$ cat config.mk
export PLATFORM = sky130hd
export DESIGN_NAME = bcd_add_unit
export DESIGN_NICKNAME = d
export VERILOG_FILES = /design/src/design/bcd_add_unit.v
export VERILOG_INCLUDE_DIRS = /design/src /design/src/design
export SDC_FILE = /design/constraint.sdc
export NUM_CORES = 1
export LEC_CHECK = 0
export BUFFER_PORTS_ARGS = -buffer_cell sky130_fd_sc_hd__clkbuf_2
export CAP_MARGIN = 30
export CORE_MARGIN = 10
export CORE_UTILIZATION = 44
export CTS_CLUSTER_SIZE = 25
export DETAILED_ROUTE_END_ITERATION = 8
export MAX_ROUTING_LAYER = met4
export PLACE_DENSITY = 0.63
export SLEW_MARGIN = 20
export SYNTH_ARGS = -nofsm -noshare
export SYNTH_HDL_FRONTEND = slang
export SYNTH_SLANG_ARGS = --single-unit
export TNS_END_PERCENT = 50
$ cat constraint.sdc
create_clock -name clk_sys_i -period 13.77 [get_ports clk_sys_i]
set_input_delay 1.377 -clock clk_sys_i [delete_from_list [all_inputs] [get_ports clk_sys_i]]
set_output_delay 1.377 -clock clk_sys_i [all_outputs]
set_load 0.02 [all_outputs]
$ cat src/design/bcd_add_consts.vh
// Constants of the decimal-adjust and add execution slice: register map,
// field positions, reset values, opcodes and fault kinds.
// Assumes a 32-bit AXI4-Lite register bus with byte addresses.
//
// Summary of operation
// - Multiply-adjust: acc_high gets quotient, acc_low remainder.
// - Divisor is the instruction's second byte; zero raises divide fault.
// - Multiply-adjust sets sign, zero, parity from result.
// - Subtract-adjust adjusts when nibble above nine or aux.
// - Else clear carry/aux; always zero acc_low top nibble.
// - Subtract-adjust defines only carry and aux carry.
// - Add-with-carry sums destination, source and carry.
// - Plain add stores destination plus source in destination.
// - Immediate sign-extended to destination width first.
// - Overflow signed, carry unsigned, sign is top bit.
// - Add forms update all six arithmetic flags.
// - Add-with-carry opcodes 10-15, 80/81/83 reg two.
// - Plain add opcodes 00-05, 80/81/83 reg zero.
// - Protected mode: nonwritable destination raises protection fault.
// - Segment limit exceeded raises protection fault, code unless real.
// - Protected mode: null data selector raises protection fault.
// - Stack limit exceeded raises stack fault, code outside real.
// - Translation failure faults with code, not in real mode.
// - Unaligned with checking: fault at level three or v86.
`ifndef BCD_ADD_CONSTS_VH
`define BCD_ADD_CONSTS_VH

// Register byte offsets
`define REG_CTRL 8'h00
`define REG_DEST 8'h04
`define REG_SRC 8'h08
`define REG_IMM 8'h0C
`define REG_ACC 8'h10
`define REG_FLAGS 8'h14
`define REG_ENV 8'h18
`define REG_XLAT_CODE 8'h1C
`define REG_RESULT 8'h20
`define REG_STATUS 8'h24
`define REG_FAULT_CODE 8'h28

// Control fields
`define CTRL_GO_BIT 31
`define CTRL_SIZE_WORD 2'h1

// Flag bit positions in the flags register
`define FLG_CARRY 0
`define FLG_PARITY 2
`define FLG_AUX 4
`define FLG_ZERO 6
`define FLG_SIGN 7
`define FLG_OVFL 11
`define FLG_MASK 32'h000008D5

// Environment fields
`define ENV_MODE_LSB 0
`define ENV_CPL_LSB 2
`define ENV_ALIGN_EN 4
`define ENV_MEM_OP 5
`define ENV_DEST_RO 6
`define ENV_NULL_SEL 7
`define ENV_SEG_LIM 8
`define ENV_STK_LIM 9
`define ENV_XLAT_FAIL 10
`define ENV_UNALIGNED 11

// Operating modes and privilege
`define MODE_REAL 2'h0
`define MODE_PROT 2'h1
`define MODE_V86 2'h2
`define CPL_USER 2'h3

// Status fields
`define STS_DONE 0
`define STS_DEST_WR 1
`define STS_FAULT 2
`define STS_KIND_LSB 4
`define STS_ERR_VALID 8
`define STS_ILLEGAL 9
`define STS_ACC_DEST 10

// Fault kinds
`define FK_NONE 3'h0
`define FK_PROT 3'h1
`define FK_SS 3'h2
`define FK_XLAT 3'h3
`define FK_ALIGN 3'h4
`define FK_DIVZ 3'h5

// Reset values
`define RST_WORD 32'h00000000
`define RST_FLAGS 32'h00000002

// Opcodes
`define OP_MULT_ADJUST 8'hD4
`define OP_SUB_ADJUST 8'h3F
`define OP_GRP_BYTE 8'h80
`define OP_GRP_FULL 8'h81
`define OP_GRP_SEXT 8'h83
`define GRP_ADD 3'h0
`define GRP_ADC 3'h2
`define BCD_LIMIT 4'h9
`define BCD_FIX 8'h06

// AXI response codes
`define RESP_OKAY 2'h0
`define RESP_SLVERR 2'h2

`endif

$ cat src/design/bcd_add_unit.v
// Execution slice for multiply-adjust, subtract-adjust, add and add-with-carry,
// with operand-form decode, status flags and memory operand fault checks.
// Assumes one clock, a 32-bit AXI4-Lite master, and segment, paging and
// alignment check results supplied by software through the environment word.
`timescale 1ns/1ps
`include "bcd_add_consts.vh"
`default_nettype none

module bcd_add_unit (
  // Clock and reset
  input wire clk_sys_i,
  input wire rst_n_i,
  // AXI4-Lite write address
  input wire [7:0] s_axi_awaddr_i,
  input wire s_axi_awvalid_i,
  output wire s_axi_awready_o,
  // AXI4-Lite write data
  input wire [31:0] s_axi_wdata_i,
  input wire [3:0] s_axi_wstrb_i,
  input wire s_axi_wvalid_i,
  output wire s_axi_wready_o,
  // AXI4-Lite write response
  output reg [1:0] s_axi_bresp_o,
  output reg s_axi_bvalid_o,
  input wire s_axi_bready_i,
  // AXI4-Lite read address
  input wire [7:0] s_axi_araddr_i,
  input wire s_axi_arvalid_i,
  output wire s_axi_arready_o,
  // AXI4-Lite read data
  output reg [31:0] s_axi_rdata_o,
  output reg [1:0] s_axi_rresp_o,
  output reg s_axi_rvalid_o,
  input wire s_axi_rready_i
);

  ////////////////////////////////////////////////////////////////////////////
  // Helpers

  function [31:0] apply_strb;
    input [31:0] old_v;
    input [31:0] new_v;
    input [3:0] strb;
    integer k;
    begin
      for (k = 0; k < 4; k = k + 1) begin
        apply_strb[k*8 +: 8] = strb[k] ? new_v[k*8 +: 8] : old_v[k*8 +: 8];
      end
    end
  endfunction

  function [31:0] size_mask;
    input [1:0] sz;
    begin
      case (sz)
        2'h0: size_mask = 32'h000000FF;
        2'h1: size_mask = 32'h0000FFFF;
        default: size_mask = 32'hFFFFFFFF;
      endcase
    end
  endfunction

  function top_bit;
    input [32:0] v;
    input [1:0] sz;
    begin
      case (sz)
        2'h0: top_bit = v[7];
        2'h1: top_bit = v[15];
        default: top_bit = v[31];
      endcase
    end
  endfunction

  function carry_bit;
    input [32:0] v;
    input [1:0] sz;
    begin
      case (sz)
        2'h0: carry_bit = v[8];
        2'h1: carry_bit = v[16];
        default: carry_bit = v[32];
      endcase
    end
  endfunction

  ////////////////////////////////////////////////////////////////////////////
  // Registers

  reg [31:0] ctrl_reg;
  reg [31:0] dest_reg;
  reg [31:0] src_reg;
  reg [31:0] imm_reg;
  reg [31:0] acc_reg;
  reg [31:0] flags_reg;
  reg [31:0] env_reg;
  reg [31:0] xlat_code_reg;
  reg [31:0] result_reg;
  reg [31:0] status_reg;
  reg [31:0] fault_code_reg;
  reg go_reg;

  reg [7:0] awaddr_reg;
  reg aw_held_reg;
  reg [31:0] wdata_reg;
  reg [3:0] wstrb_reg;
  reg w_held_reg;

  wire wr_fire = aw_held_reg && w_held_reg && !s_axi_bvalid_o;
  wire go_wr = wr_fire && (awaddr_reg == `REG_CTRL) && wstrb_reg[3] && wdata_reg[`CTRL_GO_BIT];

  assign s_axi_awready_o = !aw_held_reg;
  assign s_axi_wready_o = !w_held_reg;
  assign s_axi_arready_o = !s_axi_rvalid_o;

  ////////////////////////////////////////////////////////////////////////////
  // Decode and execute

  reg [7:0] opcode;
  reg [7:0] second_byte;
  reg [1:0] full_sz;
  reg [1:0] sz;
  reg is_add;
  reg is_adc;
  reg is_mult_adj;
  reg is_sub_adj;
  reg illegal;
  reg acc_dest;
  reg imm_src;
  reg dest_mem_form;
  reg [31:0] mask;
  reg [31:0] op_a;
  reg [31:0] op_b;
  reg [32:0] full_sum;
  reg [31:0] sum;
  reg [7:0] acc_low;
  reg [7:0] acc_high;
  reg [7:0] quot;
  reg [7:0] rem;
  reg adjust;
  reg [7:0] low_fix;
  reg [1:0] mode;
  reg mem_chk;
  reg [2:0] fault_kind;
  reg err_valid;
  reg [31:0] flags_new;
  reg [31:0] acc_new;

  always @* begin
    opcode = ctrl_reg[7:0];
    second_byte = ctrl_reg[15:8];
    full_sz = (ctrl_reg[17:16] == `CTRL_SIZE_WORD) ? 2'h1 : 2'h2;
    sz = 2'h0;
    is_add = 1'b0;
    is_adc = 1'b0;
    is_mult_adj = 1'b0;
    is_sub_adj = 1'b0;
    illegal = 1'b0;
    acc_dest = 1'b0;
    imm_src = 1'b0;
    dest_mem_form = 1'b0;
    op_b = src_reg;
    case (opcode)
      8'h00, 8'h01, 8'h02, 8'h03, 8'h10, 8'h11, 8'h12, 8'h13: begin
        is_add = !opcode[4];
        is_adc = opcode[4];
        sz = opcode[0] ? full_sz : 2'h0;
        dest_mem_form = !opcode[1];
      end
      8'h04, 8'h05, 8'h14, 8'h15: begin
        is_add = !opcode[4];
        is_adc = opcode[4];
        sz = opcode[0] ? full_sz : 2'h0;
        acc_dest = 1'b1;
        imm_src = 1'b1;
      end
      `OP_GRP_BYTE, `OP_GRP_FULL, `OP_GRP_SEXT: begin
        is_add = (second_byte[5:3] == `GRP_ADD);
        is_adc = (second_byte[5:3] == `GRP_ADC);
        illegal = !is_add && !is_adc;
        sz = (opcode == `OP_GRP_BYTE) ? 2'h0 : full_sz;
        imm_src = 1'b1;
        dest_mem_form = 1'b1;
      end
      `OP_MULT_ADJUST: is_mult_adj = 1'b1;
      `OP_SUB_ADJUST: is_sub_adj = 1'b1;
      default: illegal = 1'b1;
    endcase
    mask = size_mask(sz);
    if (imm_src) begin
      // Byte immediates widen by sign; full immediates already match width
      if (sz == 2'h0 || opcode == `OP_GRP_SEXT) begin
        op_b = {{24{imm_reg[7]}}, imm_reg[7:0]} & mask;
      end else begin
        op_b = imm_reg & mask;
      end
    end else begin
      op_b = src_reg & mask;
    end
    op_a = (acc_dest ? acc_reg : dest_reg) & mask;
    full_sum = {1'b0, op_a} + {1'b0, op_b} + {32'h0, is_adc & flags_reg[`FLG_CARRY]};
    sum = full_sum[31:0] & mask;

    // Decimal adjust datapath
    acc_low = acc_reg[7:0];
    acc_high = acc_reg[15:8];
    quot = 8'h00;
    rem = 8'h00;
    if (second_byte != 8'h00) begin
      quot = acc_low / second_byte;
      rem = acc_low % second_byte;
    end
    adjust = (acc_low[3:0] > `BCD_LIMIT) || flags_reg[`FLG_AUX];
    low_fix = adjust ? (acc_low - `BCD_FIX) : acc_low;

    // Memory operand fault checks, first match wins
    mode = env_reg[`ENV_MODE_LSB +: 2];
    mem_chk = (is_add || is_adc) && env_reg[`ENV_MEM_OP];
    fault_kind = `FK_NONE;
    err_valid = 1'b0;
    if (mem_chk && mode == `MODE_PROT && dest_mem_form && env_reg[`ENV_DEST_RO]) begin
      fault_kind = `FK_PROT;
      err_valid = 1'b1;
    end else if (mem_chk && env_reg[`ENV_SEG_LIM]) begin
      fault_kind = `FK_PROT;
      err_valid = (mode != `MODE_REAL);
    end else if (mem_chk && mode == `MODE_PROT && env_reg[`ENV_NULL_SEL]) begin
      fault_kind = `FK_PROT;
      err_valid = 1'b1;
    end else if (mem_chk && env_reg[`ENV_STK_LIM]) begin
      fault_kind = `FK_SS;
      err_valid = (mode != `MODE_REAL);
    end else if (mem_chk && mode != `MODE_REAL && env_reg[`ENV_XLAT_FAIL]) begin
      fault_kind = `FK_XLAT;
      err_valid = 1'b1;
    end else if (mem_chk && env_reg[`ENV_ALIGN_EN] && env_reg[`ENV_UNALIGNED] &&
                 ((mode == `MODE_PROT && env_reg[`ENV_CPL_LSB +: 2] == `CPL_USER) || mode == `MODE_V86)) begin
      fault_kind = `FK_ALIGN;
      err_valid = 1'b1;
    end else if (is_mult_adj && second_byte == 8'h00) begin
      fault_kind = `FK_DIVZ;
    end

    // Next accumulator and flags, used only when no fault
    flags_new = flags_reg;
    acc_new = acc_reg;
    if (is_add || is_adc) begin
      flags_new[`FLG_CARRY] = carry_bit(full_sum, sz);
      flags_new[`FLG_OVFL] = (top_bit({1'b0, op_a}, sz) == top_bit({1'b0, op_b}, sz)) &&
                             (top_bit({1'b0, sum}, sz) != top_bit({1'b0, op_a}, sz));
      flags_new[`FLG_SIGN] = top_bit({1'b0, sum}, sz);
      flags_new[`FLG_ZERO] = (sum == 32'h00000000);
      flags_new[`FLG_AUX] = op_a[4] ^ op_b[4] ^ sum[4];
      flags_new[`FLG_PARITY] = ~^sum[7:0];
      if (acc_dest) begin
        acc_new = (acc_reg & ~mask) | sum;
      end
    end else if (is_mult_adj) begin
      acc_new = {acc_reg[31:16], quot, rem};
      flags_new[`FLG_SIGN] = rem[7];
      flags_new[`FLG_ZERO] = (rem == 8'h00);
      flags_new[`FLG_PARITY] = ~^rem;
    end else if (is_sub_adj) begin
      acc_new = {acc_reg[31:16], adjust ? (acc_high - 8'h01) : acc_high, 4'h0, low_fix[3:0]};
      flags_new[`FLG_AUX] = adjust;
      flags_new[`FLG_CARRY] = adjust;
    end
  end

  wire commit = go_reg && !illegal && (fault_kind == `FK_NONE);

  ////////////////////////////////////////////////////////////////////////////
  // Write channel and register updates

  always @(posedge clk_sys_i) begin
    if (!rst_n_i) begin
      awaddr_reg <= 8'h00;
      aw_held_reg <= 1'b0;
      wdata_reg <= `RST_WORD;
      wstrb_reg <= 4'h0;
      w_held_reg <= 1'b0;
      s_axi_bvalid_o <= 1'b0;
      s_axi_bresp_o <= `RESP_OKAY;
      ctrl_reg <= `RST_WORD;
      dest_reg <= `RST_WORD;
      src_reg <= `RST_WORD;
      imm_reg <= `RST_WORD;
      acc_reg <= `RST_WORD;
      flags_reg <= `RST_FLAGS;
      env_reg <= `RST_WORD;
      xlat_code_reg <= `RST_WORD;
      result_reg <= `RST_WORD;
      status_reg <= `RST_WORD;
      fault_code_reg <= `RST_WORD;
      go_reg <= 1'b0;
    end else begin
      if (s_axi_awvalid_i && !aw_held_reg) begin
        awaddr_reg <= s_axi_awaddr_i;
        aw_held_reg <= 1'b1;
      end
      if (s_axi_wvalid_i && !w_held_reg) begin
        wdata_reg <= s_axi_wdata_i;
        wstrb_reg <= s_axi_wstrb_i;
        w_held_reg <= 1'b1;
      end
      if (s_axi_bvalid_o && s_axi_bready_i) begin
        s_axi_bvalid_o <= 1'b0;
      end
      go_reg <= go_wr;
      if (wr_fire) begin
        aw_held_reg <= 1'b0;
        w_held_reg <= 1'b0;
        s_axi_bvalid_o <= 1'b1;
        s_axi_bresp_o <= `RESP_OKAY;
        case (awaddr_reg)
          `REG_CTRL: ctrl_reg <= apply_strb(ctrl_reg, wdata_reg, wstrb_reg) & 32'h0003FFFF;
          `REG_DEST: dest_reg <= apply_strb(dest_reg, wdata_reg, wstrb_reg);
          `REG_SRC: src_reg <= apply_strb(src_reg, wdata_reg, wstrb_reg);
          `REG_IMM: imm_reg <= apply_strb(imm_reg, wdata_reg, wstrb_reg);
          `REG_ACC: acc_reg <= apply_strb(acc_reg, wdata_reg, wstrb_reg);
          `REG_FLAGS: flags_reg <= (apply_strb(flags_reg, wdata_reg, wstrb_reg) & `FLG_MASK) | `RST_FLAGS;
          `REG_ENV: env_reg <= apply_strb(env_reg, wdata_reg, wstrb_reg) & 32'h00000FFF;
          `REG_XLAT_CODE: xlat_code_reg <= apply_strb(xlat_code_reg, wdata_reg, wstrb_reg);
          `REG_RESULT, `REG_STATUS, `REG_FAULT_CODE: s_axi_bresp_o <= `RESP_OKAY;
          default: s_axi_bresp_o <= `RESP_SLVERR;
        endcase
        // A new start clears the previous outcome
        if (go_wr) begin
          status_reg <= `RST_WORD;
        end
      end
      // Execution lands after any same-cycle software write
      if (go_reg) begin
        status_reg[`STS_DONE] <= 1'b1;
        status_reg[`STS_ILLEGAL] <= illegal;
        status_reg[`STS_FAULT] <= !illegal && (fault_kind != `FK_NONE);
        status_reg[`STS_KIND_LSB +: 3] <= illegal ? `FK_NONE : fault_kind;
        status_reg[`STS_ERR_VALID] <= !illegal && err_valid;
        status_reg[`STS_DEST_WR] <= commit && (is_add || is_adc) && !acc_dest;
        status_reg[`STS_ACC_DEST] <= commit && (acc_dest || is_mult_adj || is_sub_adj);
        fault_code_reg <= (fault_kind == `FK_XLAT) ? xlat_code_reg : `RST_WORD;
        if (commit) begin
          acc_reg <= acc_new;
          flags_reg <= flags_new;
          if ((is_add || is_adc) && !acc_dest) begin
            result_reg <= sum;
          end
        end
      end
    end
  end

  ////////////////////////////////////////////////////////////////////////////
  // Read channel

  reg [31:0] rd_word;
  reg rd_hit;

  always @* begin
    rd_hit = 1'b1;
    rd_word = `RST_WORD;
    case (s_axi_araddr_i)
      `REG_CTRL: rd_word = ctrl_reg;
      `REG_DEST: rd_word = dest_reg;
      `REG_SRC: rd_word = src_reg;
      `REG_IMM: rd_word = imm_reg;
      `REG_ACC: rd_word = acc_reg;
      `REG_FLAGS: rd_word = flags_reg;
      `REG_ENV: rd_word = env_reg;
      `REG_XLAT_CODE: rd_word = xlat_code_reg;
      `REG_RESULT: rd_word = result_reg;
      `REG_STATUS: rd_word = status_reg;
      `REG_FAULT_CODE: rd_word = fault_code_reg;
      default: rd_hit = 1'b0;
    endcase
  end

  always @(posedge clk_sys_i) begin
    if (!rst_n_i) begin
      s_axi_rvalid_o <= 1'b0;
      s_axi_rdata_o <= `RST_WORD;
      s_axi_rresp_o <= `RESP_OKAY;
    end else if (s_axi_arvalid_i && !s_axi_rvalid_o) begin
      s_axi_rvalid_o <= 1'b1;
      s_axi_rdata_o <= rd_word;
      s_axi_rresp_o <= rd_hit ? `RESP_OKAY : `RESP_SLVERR;
    end else if (s_axi_rvalid_o && s_axi_rready_i) begin
      s_axi_rvalid_o <= 1'b0;
    end
  end

endmodule // bcd_add_unit

`default_nettype wire

==> impl_metrics.tcl <==
set metrics [dict create \
    vias 20820 \
    antenna_found_initial 0 \
    fillers 4520 \
    post-route-min-period_ns 12.92 \
    cp_slowest_cell "dfxtp_1" \
    seq_area_um2 7567 \
    fmax_mhz 77.41 \
    synth_top_cell_by_area "dfxtp_1" \
    placementRows 80 \
    cts_tree "built" \
    yosys-top-cells-area "dfxtp_1, mux2i_1, nor2_1, a21oi_1, nand2_1" \
    synthToLayoutAreaGrowth_pct 13.13 \
    r2r_start "ctrl_reg[15]$_SDFFE_PN0P_" \
    critPathCaptureType "register" \
    synth_warnings 0 \
    gr-total-overflow 0 \
    gr-max-usage-layer "met2" \
    whs_ns 0.4516 \
    grt_pass1_vias 20100 \
    rsz0062_at_grt "false" \
    worst-endpoint-required_ns 14.24 \
    htreeDepth 2 \
    ir_worst_vdd_mv 0.08831 \
    dp_hpwl_um 56330 \
    powerDensity_nw_per_um2 111.9 \
    synth_area_um2 21100 \
    cts_buffers 45 \
    ant_nets 0 \
    maxSlewHeadroom_pct 33.83 \
    synth-edff-count 0 \
    whs_path_depth 1 \
    synth-async-reset-ratio_pct 0 \
    die_w_um 239 \
    tightest_slew_ns 0.9926 \
    criticalPathCategory "register to register" \
    cts.sinks 378 \
    hold-path-endpoint "flags_reg[1]$_SDFFE_PN1P_" \
    firstDrtPassIters 6 \
    hp-start "flags_reg[1]$_SDFFE_PN1P_" \
    reg2reg_slack_ns 0.85 \
    core_area_um2 47550 \
    grt_use_met2_pct 46.82 \
    slowest_delay_ns 0.44 \
    wl_per_cell_um 25.15 \
    grt_pass1_wl_um 125400 \
    gp_congestion 1.029 \
    swShare_pct 27.45 \
    final_cell_mix "dfxtp_1, nor2_1, nand2_1" \
    grt_start_max_net_pins 149 \
    intPower_uw 1937 \
    clock_path_buffers 3 \
    finalHoldViolCount 0 \
    reg2reg_to "flags_reg[2]$_SDFFE_PN0P_" \
    ff2ff_path_depth 55 \
    status "complete, no violations" \
    dieArea_um2 57120 \
    io_pins 100 \
    portBuffers 97 \
    multi_input_area_um2 12810 \
    grt.total_usage_pct 29.21 \
    synth.distinct_cells 85 \
    die_height_um 239 \
    met1_usage_pct 34.57 \
    insertion_delay_ns 0.60 \
    fin_crit_sh_pct 93.82 \
    p_clk_share_pct 45.1 \
    cp_max_fo 11 \
    pwr-share-seq_pct 42.2 \
    cts.reportedPaths.clkPinSlew_ns 0.06 \
    critical_path.startpoint_type "register" \
    drc 0 \
    ctsHoldBuffers 0 \
    layout_commonest_cell "dfxtp_1" \
    n_antenna_cell 0 \
    syn-instance-count 2634 \
    hp-class "register to register" \
    path_delay_family "compound AO/OA/AOI/OAI gates" \
    power_leakage_uw 0.009298 \
    slew_violations 0 \
    max-cap-violations 0 \
    ys_ff_latch 378 \
    via_per_inst 6.281 \
    synth_ff_type "dfxtp_1" \
    cpMostUsedCell "ha_1" \
    yosysTopAreaCellShare_pct 35.86 \
    totalWireLength_um 83390 \
    yosysSeqAreaShare_pct 35.86 \
    utilization_pct 50.21 \
    setup_viol 0 \
    combinationalPowerShare_pct 12.8 \
    netSwitchingPower_uw 733.1 \
    grt_use_met3_pct 4.818 \
    cts_root_buf "clkbuf_16" \
    path_buf_inv 4 \
    final_nets 2807 \
    finalClockSkew_ns 0.02457 \
    syn_area_per_cell_um2 8.012 \
    start_util_pct 44.38 \
    arrival_ns 13.39 \
    initialDrtViolationCount 2187 \
    drive_above_1_share_pct 11.78 \
]
layout make-up:
| cell class | count | share of cell area [%] |
|---|---|---|
| clock buffer | 57 | 5.157 |
| clock inverter | 24 | 1.001 |
| inverter | 49 | 0.8176 |
| multi-input combinational | 2033 | 53.67 |
| sequential | 378 | 31.70 |
| tap | 615 | 3.223 |
| timing repair buffer | 159 | 4.434 |
metal layers:
layer	up-vias	routed length [um]	part of all wire, %
li1	9552	-	-
met1	9945	33090	40
met2	1062	38600	46
met3	264	6941	8.3
met4	0	4755	5.7
met5	-	0	0
power groups by stage:
stage	Combinational [uW]	Clock, uW	Sequential, uW
2_1_floorplan	236	0	1130
3_3_place_gp	301	0	1150
3_5_place_dp	310	0	1150
4_1_cts	314	1220	1120
5_1_grt	366	1260	1130
6_report	341	1200	1130
kinds of logic after synthesis:
| group | Yosys count | synth area share [%] |
|---|---|---|
| muxes | 211 | 10.15 |
| buffers and inverters | 224 | 4.132 |
| DFF | 378 | 35.86 |
| and+or+nand+nor | 948 | 20.04 |
| adders and majority gates | 82 | 4.969 |
| xor gates and xnor gates | 47 | 1.951 |
| AOI/OAI and AO/OA | 743 | 22.88 |
| other | 1 | 0.01777 |
how the worst max path moves through the flow:
stage | depth (start not counted) | from | endpoint
CTS | 55 | ctrl_reg[8]$_SDFFE_PN0P_ | flags_reg[2]$_SDFFE_PN0P_
global route | 56 | ctrl_reg[15]$_SDFFE_PN0P_ | flags_reg[2]$_SDFFE_PN0P_
floorplan | 56 | ctrl_reg[15]$_SDFFE_PN0P_ | flags_reg[2]$_SDFFE_PN0P_
finish | 55 | ctrl_reg[15]$_SDFFE_PN0P_ | flags_reg[2]$_SDFFE_PN0P_
detailed placement | 55 | ctrl_reg[8]$_SDFFE_PN0P_ | flags_reg[2]$_SDFFE_PN0P_
global placement | 55 | ctrl_reg[8]$_SDFFE_PN0P_ | flags_reg[2]$_SDFFE_PN0P_
synthesized netlist by cell type (9+ instances only):
library cell / number
a211oi_1: 19
a31oi_1: 60
a222oi_1: 15
nand4_1: 10
o21ai_0: 89
mux2i_1: 187
a21oi_1: 277
nand2_1: 297
buf_1: 12
nor2_1: 379
o221a_2: 10
nand2b_1: 18
o211ai_1: 18
nor3b_1: 9
and3_1: 14
nor3_1: 37
inv_1: 48
nand3_1: 47
a21o_1: 15
dfxtp_1: 378
and2_1: 35
mux2_2: 24
o21a_1: 21
o22ai_1: 12
a221oi_1: 42
xnor2_1: 30
nor2b_1: 48
xor2_1: 17
ha_1: 79
a22o_1: 35
or3_1: 11
clkbuf_1: 152
a22oi_1: 63
timing repair:
item,4_1_cts,5_1_grt
buffers inserted,0,6
setup endpoints to repair,2,12
pin swaps,0,2
resized for setup,2,12
metrics by stage:
stage	setup WS (ns)	cell area (um2)	cells	TNS (ns)	power, uW
finish	0.8515	23870	3315	0	2670
global route	0.02543	23870	3315	0	2751
CTS	0.07428	23690	3306	0	2654
detailed placement	-0.1756	22210	3225	-0.1756	1459
global placement	0.3008	22100	3218	0	1450
floorplan	1.460	21110	2635	0	1370
No activity file was read; power rests on OpenSTA's default activity.
